### config.mk
export PLATFORM = sky130hd
export DESIGN_NAME = rtcpc_top
export DESIGN_NICKNAME = d
export VERILOG_FILES = /design/src/rtcpc_pkg.sv /design/src/rtcpc_timer.sv /design/src/rtcpc_top.sv
export SDC_FILE = /design/constraint.sdc
export NUM_CORES = 1
export LEC_CHECK = 0
export ABC_AREA = 0
export ABC_CLOCK_PERIOD_IN_PS = 3100
export BUFFER_PORTS_ARGS = -buffer_cell sky130_fd_sc_hd__buf_2
export CORE_ASPECT_RATIO = 1.25
export CORE_MARGIN = 2
export CORE_UTILIZATION = 40
export DETAILED_ROUTE_END_ITERATION = 16
export MAX_ROUTING_LAYER = met4
export PLACE_DENSITY = 0.7
export SYNTH_ARGS = -nofsm -noshare
export SYNTH_HDL_FRONTEND = slang
export SYNTH_SLANG_ARGS = --single-unit
### constraint.sdc
create_clock -name pclk -period 3.1 [get_ports pclk]
set_clock_uncertainty 0.1 [all_clocks]
set_input_delay 0 -clock pclk [delete_from_list [all_inputs] [get_ports pclk]]
set_output_delay 0 -clock pclk [all_outputs]
set_load 0.005 [all_outputs]
### src/rtcpc_pkg.sv
package rtcpc_pkg;
	// ----------------------------------------------------------------
	// timing
	// ----------------------------------------------------------------
	localparam int CLK_KHZ = 20_000;
	localparam int DEBOUNCE_MS = 250;
	localparam int RST_MS = 250;
	localparam int REC_MS = 125;
	localparam int STOP_MS = 100;
	localparam int IFTO_MS = 25;
	localparam int DEBOUNCE_CYC = DEBOUNCE_MS * CLK_KHZ;
	localparam int RST_CYC = RST_MS * CLK_KHZ;
	localparam int REC_CYC = REC_MS * CLK_KHZ;
	localparam int STOP_CYC = STOP_MS * CLK_KHZ;
	localparam int IFTO_CYC = IFTO_MS * CLK_KHZ;
	localparam int TMR_W = 23;

	// ----------------------------------------------------------------
	// register map
	// ----------------------------------------------------------------
	localparam int AW = 8;
	localparam int DW = 32;
	localparam logic [7:0] CTRL_OFS = 8'h00;
	localparam logic [7:0] STAT_OFS = 8'h04;
	localparam logic [7:0] MASK_OFS = 8'h08;
	localparam logic [7:0] STATE_OFS = 8'h0C;

	localparam int CTRL_W = 8;
	localparam int C_CLKOUT_EN = 0;
	localparam int C_CLKOUT_BAT_EN = 1;
	localparam int C_IRQ_SEL = 2;
	localparam int C_RATE_LO = 3;
	localparam int C_RATE_HI = 4;
	localparam int C_OSC_DIS = 5;
	localparam int C_ALM1_EN = 6;
	localparam int C_ALM2_EN = 7;
	localparam logic [7:0] CTRL_RST = 8'h1D;

	localparam int ST_W = 5;
	localparam int S_STOP = 0;
	localparam int S_ALARM = 1;
	localparam int S_BUTTON = 2;
	localparam int S_PFAIL = 3;
	localparam int S_IFTO = 4;
	localparam logic [4:0] STAT_RST = 5'h00;
	localparam logic [4:0] MASK_RST = 5'h00;

	// ----------------------------------------------------------------
	// square wave: half period in oscillator rising edges, per rate code
	// ----------------------------------------------------------------
	localparam int SQ_CNT_W = 16;
	localparam logic [3:0][15:0] SQ_HALF_DEF = {16'h0002, 16'h0004, 16'h0010, 16'h4000};

	typedef enum logic [2:0] {
		RS_IDLE,
		RS_PFAIL,
		RS_HOLD,
		RS_DEBOUNCE,
		RS_WAIT_RISE
	} rtcpc_rst_state_t;
endpackage

### src/rtcpc_timer.sv
`timescale 1ns/1ps
module rtcpc_timer #(
	parameter int W = 23
) (
	input wire logic pclk,
	input wire logic presetn,
	input wire logic clk_en,
	input wire logic clear,
	input wire logic run,
	input wire logic [W-1:0] limit,
	output logic done
);
	logic [W-1:0] cnt_q;

	assign done = (cnt_q == limit);

	// saturates at the limit so done stays up until cleared
	always_ff @(posedge pclk or negedge presetn) begin
		if (!presetn) begin
			cnt_q <= '0;
		end else if (clk_en) begin
			if (clear) begin
				cnt_q <= '0;
			end else if (run && !done) begin
				cnt_q <= cnt_q + 1'b1;
			end
		end
	end
endmodule

### src/rtcpc_top.sv
// Implementation choices: the APB register port and the placing of the registers.
`timescale 1ns/1ps
// ------------------------------------------------------------------
// ------------------------------------------------------------------
module rtcpc_top #(
	parameter int unsigned DEBOUNCE_CYC = rtcpc_pkg::DEBOUNCE_CYC,
	parameter int unsigned RST_CYC = rtcpc_pkg::RST_CYC,
	parameter int unsigned REC_CYC = rtcpc_pkg::REC_CYC,
	parameter int unsigned STOP_CYC = rtcpc_pkg::STOP_CYC,
	parameter int unsigned IFTO_CYC = rtcpc_pkg::IFTO_CYC,
	parameter logic [3:0][15:0] SQ_HALF = rtcpc_pkg::SQ_HALF_DEF
) (
	input wire logic pclk,
	input wire logic presetn,
	input wire logic clk_en,
	input wire logic psel,
	input wire logic penable,
	input wire logic pwrite,
	input wire logic [rtcpc_pkg::AW-1:0] paddr,
	input wire logic [rtcpc_pkg::DW-1:0] pwdata,
	output logic [rtcpc_pkg::DW-1:0] prdata,
	output logic pready,
	output logic pslverr,
	input wire logic osc_clk_pin,
	input wire logic below_power_fail_threshold,
	input wire logic [1:0] alarm_match,
	input wire logic bus_busy,
	input wire logic bus_activity,
	output logic serial_abort,
	output logic reference_clock_out,
	output logic irq_or_square_pin_o,
	output logic irq_or_square_pin_oe_n,
	input wire logic rst_pin_i,
	output logic rst_pin_o,
	output logic rst_pin_oe_n,
	output logic irq
);
	import rtcpc_pkg::*;

	// ----------------------------------------------------------------
	// parameter checks
	// ----------------------------------------------------------------
	localparam logic [TMR_W-1:0] DEBOUNCE_LIM = TMR_W'(DEBOUNCE_CYC - 1);
	localparam logic [TMR_W-1:0] RST_LIM = TMR_W'(RST_CYC - 1);
	localparam logic [TMR_W-1:0] REC_LIM = TMR_W'(REC_CYC - 1);
	localparam logic [TMR_W-1:0] STOP_LIM = TMR_W'(STOP_CYC - 1);
	localparam logic [TMR_W-1:0] IFTO_LIM = TMR_W'(IFTO_CYC - 1);

	if (DEBOUNCE_CYC < 2 || DEBOUNCE_CYC > 2**TMR_W || RST_CYC < 2 || RST_CYC > 2**TMR_W ||
			REC_CYC < 2 || REC_CYC > 2**TMR_W || STOP_CYC < 2 || STOP_CYC > 2**TMR_W ||
			IFTO_CYC < 2 || IFTO_CYC > 2**TMR_W) begin : g_bad_cyc
		$error("timer counts must lie between 2 and the timer range");
	end
	for (genvar r = 0; r < 4; r++) begin : g_chk_half
		if (SQ_HALF[r] == 16'h0000) begin : g_bad_half
			$error("square wave half period must be nonzero");
		end
	end

	// ----------------------------------------------------------------
	// pin synchronisers: osc, power fail, reset pin
	// ----------------------------------------------------------------
	logic [2:0] pin_raw;
	logic [2:0] sync1_q;
	logic [2:0] sync2_q;
	logic [2:0] sync3_q;

	assign pin_raw = {rst_pin_i, below_power_fail_threshold, osc_clk_pin};

	for (genvar i = 0; i < 3; i++) begin : g_sync
		always_ff @(posedge pclk or negedge presetn) begin
			if (!presetn) begin
				sync1_q[i] <= 1'b0;
				sync2_q[i] <= 1'b0;
				sync3_q[i] <= 1'b0;
			end else if (clk_en) begin
				sync1_q[i] <= pin_raw[i];
				sync2_q[i] <= sync1_q[i];
				sync3_q[i] <= sync2_q[i];
			end
		end
	end

	logic osc_s;
	logic osc_rise;
	logic pf_s;
	logic rst_in_s;
	logic rst_fall;
	logic rst_rise;

	assign osc_s = sync2_q[0];
	assign osc_rise = sync2_q[0] && !sync3_q[0];
	assign pf_s = sync2_q[1];
	assign rst_in_s = sync2_q[2];
	assign rst_fall = !sync2_q[2] && sync3_q[2];
	assign rst_rise = sync2_q[2] && !sync3_q[2];

	// ----------------------------------------------------------------
	// registers
	// ----------------------------------------------------------------
	logic [CTRL_W-1:0] ctrl_q;
	logic [ST_W-1:0] status_q;
	logic [ST_W-1:0] status_d;
	logic [ST_W-1:0] mask_q;
	logic [ST_W-1:0] events;
	logic [DW-1:0] prdata_q;
	logic [DW-1:0] prdata_d;
	logic mapped;
	logic wr_acc;
	logic rd_stat;
	rtcpc_rst_state_t state_q;
	rtcpc_rst_state_t state_d;
	logic osc_stopped_det;

	assign mapped = (paddr == CTRL_OFS) || (paddr == STAT_OFS) ||
		(paddr == MASK_OFS) || (paddr == STATE_OFS);
	assign wr_acc = clk_en && psel && penable && pwrite && mapped;
	assign rd_stat = clk_en && psel && penable && !pwrite && (paddr == STAT_OFS);
	// zero wait states; a frozen block holds the bus off
	assign pready = clk_en;
	assign pslverr = psel && penable && !mapped;
	assign prdata = prdata_q;

	always_ff @(posedge pclk or negedge presetn) begin
		if (!presetn) begin
			ctrl_q <= CTRL_RST;
			mask_q <= MASK_RST;
		end else if (wr_acc) begin
			if (paddr == CTRL_OFS) begin
				ctrl_q <= pwdata[CTRL_W-1:0];
			end
			if (paddr == MASK_OFS) begin
				mask_q <= pwdata[ST_W-1:0];
			end
		end
	end

	always_comb begin
		case (paddr)
			CTRL_OFS: prdata_d = DW'(ctrl_q);
			STAT_OFS: prdata_d = DW'(status_q);
			MASK_OFS: prdata_d = DW'(mask_q);
			STATE_OFS: prdata_d = DW'({!rst_pin_oe_n, pf_s, rst_in_s, osc_stopped_det,
				state_q});
			default: prdata_d = '0;
		endcase
	end

	// read data is captured in the setup cycle
	always_ff @(posedge pclk or negedge presetn) begin
		if (!presetn) begin
			prdata_q <= '0;
		end else if (clk_en && psel && !penable) begin
			prdata_q <= prdata_d;
		end
	end

	// only bits that were returned are cleared; a new event always wins
	always_comb begin
		status_d = status_q;
		if (rd_stat) begin
			status_d = status_q & ~prdata_q[ST_W-1:0];
		end
		status_d = status_d | events;
	end

	always_ff @(posedge pclk or negedge presetn) begin
		if (!presetn) begin
			status_q <= STAT_RST;
		end else if (clk_en) begin
			status_q <= status_d;
		end
	end

	assign irq = |(status_q & mask_q);

	// ----------------------------------------------------------------
	// reference clock and shared alarm / square-wave pin
	// ----------------------------------------------------------------
	logic ref_q;
	logic sq_q;
	logic [SQ_CNT_W-1:0] sq_cnt_q;
	logic [SQ_CNT_W-1:0] sq_half;
	logic alarm_hit;
	logic alarm_hit_q;

	assign sq_half = SQ_HALF[{ctrl_q[C_RATE_HI], ctrl_q[C_RATE_LO]}];
	assign alarm_hit = (alarm_match[0] && ctrl_q[C_ALM1_EN]) ||
		(alarm_match[1] && ctrl_q[C_ALM2_EN]);

	always_ff @(posedge pclk or negedge presetn) begin
		if (!presetn) begin
			ref_q <= 1'b0;
		end else if (clk_en) begin
			ref_q <= osc_s && ctrl_q[C_CLKOUT_EN] && ctrl_q[C_CLKOUT_BAT_EN];
		end
	end

	always_ff @(posedge pclk or negedge presetn) begin
		if (!presetn) begin
			sq_cnt_q <= '0;
			sq_q <= 1'b1;
		end else if (clk_en && osc_rise) begin
			if (sq_cnt_q >= sq_half - 1'b1) begin
				sq_cnt_q <= '0;
				sq_q <= !sq_q;
			end else begin
				sq_cnt_q <= sq_cnt_q + 1'b1;
			end
		end
	end

	always_ff @(posedge pclk or negedge presetn) begin
		if (!presetn) begin
			alarm_hit_q <= 1'b0;
		end else if (clk_en) begin
			alarm_hit_q <= alarm_hit;
		end
	end

	assign reference_clock_out = ref_q;
	assign irq_or_square_pin_o = 1'b0;
	// open drain: pulling low means enabling the driver
	assign irq_or_square_pin_oe_n = ctrl_q[C_IRQ_SEL] ? !alarm_hit : sq_q;

	// ----------------------------------------------------------------
	// oscillator stop and serial timeout
	// ----------------------------------------------------------------
	logic osc_stop_q;
	logic ifto_done;
	logic ifto_q;

	rtcpc_timer #(.W(TMR_W)) u_osc_tmr (
		.pclk(pclk),
		.presetn(presetn),
		.clk_en(clk_en),
		.clear(osc_rise),
		.run(1'b1),
		.limit(STOP_LIM),
		.done(osc_stopped_det)
	);

	// activity or an idle bus restarts the count
	rtcpc_timer #(.W(TMR_W)) u_ifto_tmr (
		.pclk(pclk),
		.presetn(presetn),
		.clk_en(clk_en),
		.clear(bus_activity || !bus_busy),
		.run(bus_busy),
		.limit(IFTO_LIM),
		.done(ifto_done)
	);

	always_ff @(posedge pclk or negedge presetn) begin
		if (!presetn) begin
			osc_stop_q <= 1'b0;
			ifto_q <= 1'b0;
		end else if (clk_en) begin
			osc_stop_q <= osc_stopped_det;
			ifto_q <= ifto_done;
		end
	end

	assign serial_abort = clk_en && ifto_done && !ifto_q;

	// ----------------------------------------------------------------
	// reset pin sequencer
	// ----------------------------------------------------------------
	logic tmr_done;
	logic hold_rec_q;
	logic osc_off;
	logic [TMR_W-1:0] tmr_lim;

	assign osc_off = ctrl_q[C_OSC_DIS] || osc_stopped_det;

	always_comb begin
		state_d = state_q;
		case (state_q)
			RS_IDLE: begin
				if (rst_fall) begin
					state_d = RS_DEBOUNCE;
				end
			end
			RS_DEBOUNCE: begin
				// pin is held low here; the drive is dropped in RS_WAIT_RISE so the button release can be seen
				if (tmr_done) begin
					state_d = RS_WAIT_RISE;
				end
			end
			RS_WAIT_RISE: begin
				if (rst_rise) begin
					state_d = RS_HOLD;
				end
			end
			RS_HOLD: begin
				if (tmr_done) begin
					state_d = RS_IDLE;
				end
			end
			RS_PFAIL: begin
				if (!pf_s) begin
					state_d = osc_off ? RS_IDLE : RS_HOLD;
				end
			end
			default: state_d = RS_IDLE;
		endcase
		if (pf_s) begin
			state_d = RS_PFAIL;
		end
	end

	always_comb begin
		case (state_q)
			RS_DEBOUNCE: tmr_lim = DEBOUNCE_LIM;
			RS_HOLD: tmr_lim = hold_rec_q ? REC_LIM : RST_LIM;
			default: tmr_lim = '1;
		endcase
	end

	rtcpc_timer #(.W(TMR_W)) u_rst_tmr (
		.pclk(pclk),
		.presetn(presetn),
		.clk_en(clk_en),
		.clear(state_d != state_q),
		.run(1'b1),
		.limit(tmr_lim),
		.done(tmr_done)
	);

	// the pin drives nothing back into the block: no register is reset by it
	always_ff @(posedge pclk or negedge presetn) begin
		if (!presetn) begin
			state_q <= RS_IDLE;
			hold_rec_q <= 1'b0;
		end else if (clk_en) begin
			state_q <= state_d;
			if (state_d == RS_HOLD && state_q != RS_HOLD) begin
				hold_rec_q <= (state_q == RS_PFAIL);
			end
		end
	end

	assign rst_pin_o = 1'b0;
	assign rst_pin_oe_n = !(state_q == RS_PFAIL || state_q == RS_HOLD ||
		state_q == RS_DEBOUNCE);

	assign events[S_STOP] = osc_stopped_det && !osc_stop_q;
	assign events[S_ALARM] = ctrl_q[C_IRQ_SEL] && alarm_hit && !alarm_hit_q;
	assign events[S_BUTTON] = clk_en && state_q == RS_IDLE && state_d == RS_DEBOUNCE;
	assign events[S_PFAIL] = clk_en && pf_s && state_q != RS_PFAIL;
	assign events[S_IFTO] = serial_abort;

	// ----------------------------------------------------------------
	// checks
	// ----------------------------------------------------------------
	clkout_low_a: assert property (@(posedge pclk) disable iff (!presetn)
		(clk_en && !(ctrl_q[C_CLKOUT_EN] && ctrl_q[C_CLKOUT_BAT_EN])) |=> !reference_clock_out)
		else $error("reference clock not held low while disabled");

	square_pin_a: assert property (@(posedge pclk) disable iff (!presetn)
		(!ctrl_q[C_IRQ_SEL] && clk_en && osc_rise && sq_cnt_q == sq_half - 1'b1)
		|=> irq_or_square_pin_oe_n != $past(irq_or_square_pin_oe_n))
		else $error("square wave did not toggle at its half period");

	alarm_pin_a: assert property (@(posedge pclk) disable iff (!presetn)
		(ctrl_q[C_IRQ_SEL] && alarm_hit) |-> !irq_or_square_pin_oe_n)
		else $error("alarm match did not pull the shared pin low");

	powerup_ctrl_a: assert property (@(posedge pclk) disable iff (!presetn)
		$rose(presetn) |-> ctrl_q[C_IRQ_SEL] && !ctrl_q[C_ALM1_EN] && !ctrl_q[C_ALM2_EN])
		else $error("wrong shared pin mode after reset");

	pfail_low_a: assert property (@(posedge pclk) disable iff (!presetn)
		(clk_en && pf_s) |=> !rst_pin_oe_n)
		else $error("reset pin released during power fail");

	hold_end_a: assert property (@(posedge pclk) disable iff (!presetn)
		(clk_en && state_q == RS_HOLD && tmr_done && !pf_s) |=> rst_pin_oe_n)
		else $error("reset pin not released after hold");

	debounce_a: assert property (@(posedge pclk) disable iff (!presetn)
		(clk_en && state_q == RS_IDLE && rst_fall && !pf_s) |=> !rst_pin_oe_n [*2])
		else $error("pushbutton edge not answered by a low drive");

	bypass_a: assert property (@(posedge pclk) disable iff (!presetn)
		(clk_en && state_q == RS_PFAIL && !pf_s && osc_off) |=> rst_pin_oe_n)
		else $error("recovery hold-off not bypassed with oscillator off");

	stop_flag_a: assert property (@(posedge pclk) disable iff (!presetn)
		(clk_en && osc_stopped_det && !osc_stop_q) |=> status_q[S_STOP])
		else $error("oscillator stop flag not set");

	ifto_abort_a: assert property (@(posedge pclk) disable iff (!presetn)
		(clk_en && bus_busy && !bus_activity && ifto_done && !ifto_q) |-> serial_abort)
		else $error("serial timeout did not abandon the transfer");

	rec_hold_a: assert property (@(posedge pclk) disable iff (!presetn)
		(clk_en && state_q == RS_PFAIL && !pf_s && !osc_off) |=> state_q == RS_HOLD && hold_rec_q)
		else $error("recovery hold not entered after supply returns");
endmodule

==> impl_metrics.py <==
metrics = {
    "power_and_ir_drop": {
        "ir_drop_mv": 0.3870,
        "total_power_mw": 4.769,
        "power.leakage_nw": 3.808,
        "power_density_nw_per_um2": 553.7,
    },
    "clock_network": {
        "clk_pin_slew_worst_paths_ns": 0.06,
        "clock_latency_ns": 0.42,
        "cts_made_buffers": 17,
        "clock-sinks": 128,
        "clk_path_buf_depth": 2,
        "root_buffer": "clkbuf_16",
        "cts.htree.levels": 4,
        "cts_tree": "done",
    },
    "route": {
        "first_pass_iters": 5,
        "postRouteWirelength_mm": 16.44,
        "vias": 5924,
        "antenna_left": 0,
        "viasPerCell": 5.526,
        "drc": 0,
        "drtIter0Drc": 297,
        "routedWlPerCell_um": 15.34,
    },
    "synth": {
        "ys.flop_type": "dfrtp_1",
        "syn_inst": 772,
        "synth.avg_cell_area_sq_um": 9.630,
        "synth-seq-cells": 128,
        "ys.warnings.count": 0,
        "syn-cell-area_sq_um": 7435,
        "async_flop_share_pct": 100.0,
        "synth_cell_type_count": 74,
        "synth_edf_count": 0,
        "yosysSeqAreaShare_pct": 43.17,
    },
    "timing": {
        "tightest_slew_ns": 0.7907,
        "relSlewSlack_pct": 47.00,
        "setup_viol_count_final": 0,
        "final_max_slew_viol_count": 0,
        "fmax_mhz": 365.4,
        "hold_violations": 0,
        "period_share_pct": 88.27,
        "setup_tns_ns": 0,
        "final.min_clock_period_ns": 2.736,
        "fin_ws_ns": 0.3636,
        "rsz0062_at_grt": "no",
    },
    "floorplanning": {
        "fp.dieW_um": 125.9,
        "pin_count": 94,
        "die_h_um": 156.4,
        "core-area_sq_um": 18170,
        "initial_core_util_pct": 40.92,
        "rows": 55,
        "die-area_sq_um": 19700,
    },
    "global_routing": {
        "grt_use_total_pct": 17.88,
        "grt_start_max_net_pins": 60,
        "antenna_found_initial": 0,
        "grt_pass1_vias": 5757,
        "grt_overflow_total": 0,
        "grt_pass1_wl_mm": 28.23,
    },
    "setup_path": {
        "path_cells": "or2_2, ha_1, and3_1, a221oi_1, o21ai_0, a21oi_1, nor2_2, xor2_1",
        "criticalPathCategory": "flip-flop to flip-flop",
        "reg2reg_to": "sq_q",
        "crit_start": "ctrl_q[4]",
        "regToRegStartpoint": "ctrl_q[4]",
        "endpoint": "sq_q",
        "critPathArrivalTime_ns": 2.96,
        "slowest_delay_ns": 0.40,
        "start_kind": "flip-flop",
        "crit_slowest_cell": "dfstp_2",
        "worstRegToRegCells": 8,
        "end_kind": "flip-flop",
        "required_ns": 3.32,
        "cp_max_fo": 13,
        "regToRegSetupSlack_ns": 0.36,
    },
    "final_layout": {
        "layout_common_cells": "123 x dfrtp_1, 84 x nand2_1, 71 x nor2_1",
        "drive_above_1_share_pct": 17.30,
        "fill_cells": 1675,
        "layout.nets": 902,
        "fin_util_pct": 47.41,
        "n_antenna_cell": 0,
        "area_growth_pct": 15.85,
        "mostFrequentLayoutCell": "dfrtp_1",
    },
    "place": {
        "io_buffers": 43,
        "dpl.hpwl_mm": 11.07,
        "pre_cts_ws_ns": 0.2650,
        "place.gp.congestion": 0.8232,
    },
    "hold_path": {
        "hp-class": "input pin to flip-flop",
    },
    "outcome": {
        "status": "complete, no violations",
    },
    "run": {
        "maxCapViolCount": 0,
    },
}
-- layout make-up --
cell class / instances / area (sq um) / area share (%)
clock inverters: 8 / 101.3 / 1.177
repair buffers: 79 / 560.5 / 6.508
flip-flops and latches: 128 / 3209 / 37.26
multi-input cells: 585 / 3880 / 45.05
inverters: 20 / 75.07 / 0.8716
well taps: 228 / 285.3 / 3.312
clock buffers: 24 / 501.7 / 5.825
-- through the flow --
step / hold slack, ns / instance area (sq um) / cells
final: 0.03018 / 8613 / 1072
after global routing: 0.04780 / 8613 / 1072
after CTS: 0.01500 / 8611 / 1072
after detailed placement: 0.03485 / 7767 / 1016
after global placement: 0.02438 / 7767 / 1016
after floorplan: -0.3956 / 7528 / 797
-- cells by family after synthesis --
| logic type | Yosys count | share of synthesized area (%) |
|---|---|---|
| xor+xnor | 54 | 6.361 |
| other cells | 2 | 0.1010 |
| flops | 128 | 43.17 |
| buf+inv | 84 | 5.941 |
| simple gates | 329 | 22.60 |
| compound gates | 123 | 12.84 |
| fa+ha+maj | 18 | 3.029 |
| mux | 34 | 5.958 |
-- report_power, final --
group,internal (mW),switching (mW)
combinational,0.322,0.442
clock,1.29,0.716
sequential,1.81,0.191
-- layer usage --
metal | track usage (%) | wire (um)
met4 | 7.954 | 380
met5 | - | 0
met3 | 2.803 | 666
met2 | 29.42 | 8054
met1 | 21.80 | 7344
-- sequential cells by signal, indices dropped and copies added (netlist names), 2 cells and up --
| register | flops |
|---|---|
| sync3_q | 2 |
| mask_q | 5 |
| u_osc_tmr.cnt_q | 23 |
| u_rst_tmr.cnt_q | 23 |
| ctrl_q | 8 |
| u_ifto_tmr.cnt_q | 23 |
| status_q | 5 |
| prdata | 8 |
| sync1_q | 3 |
| state_q | 3 |
| sq_cnt_q | 16 |
-- cells in the mapped netlist, types with 10 or more instances --
cell type | instances | area (sq um)
ha_1 | 18 | 225.2
nor2_1 | 72 | 270.3
o21ai_0 | 18 | 90.09
nor3_1 | 24 | 120.1
and3_1 | 14 | 87.58
a21oi_1 | 21 | 105.1
inv_1 | 20 | 75.07
nand4_1 | 22 | 137.6
nor4_1 | 15 | 93.84
clkbuf_1 | 20 | 75.07
mux2_2 | 22 | 247.7
xnor2_1 | 36 | 315.3
buf_4 | 29 | 217.7
nand3_1 | 35 | 175.2
nand2_1 | 84 | 315.3
o211ai_1 | 10 | 75.07
and4_1 | 11 | 96.34
dfrtp_1 | 123 | 3078
xor2_1 | 18 | 157.7
-- what timing repair did --
item                                   4_1_cts  5_1_grt
setup buffers                                0        0
setup endpoints to repair                    0        8
endpoints found under the hold margin       80        0
gates resized for setup                      0        1
hold buffers                                24        0
-- worst min path at each step --
stage / depth (start not counted) / from / slack, ns / to
after CTS: 4 / psel / 0.02 / prdata[6]
after global placement: 1 / presetn / 0.02 / prdata[0]
after floorplan: 0 / presetn / -0.40 / alarm_hit_q
after global routing: 3 / bus_busy / 0.05 / u_ifto_tmr.cnt_q[1]
after detailed placement: 1 / presetn / 0.03 / prdata[0]
final: 5 / psel / 0.03 / prdata[7]
-- critical path, delay by kind of cell, from the launching register on --
family | cells | cell delay (ns)
AO/OA/AOI/OAI | 3 | 0.82
XOR/XNOR | 1 | 0.19
adder cells (fa/ha/maj) | 1 | 0.32
flip-flops | 1 | 0.40
AND/OR/NAND/NOR | 3 | 0.80
(Power assumes the default switching activity.)
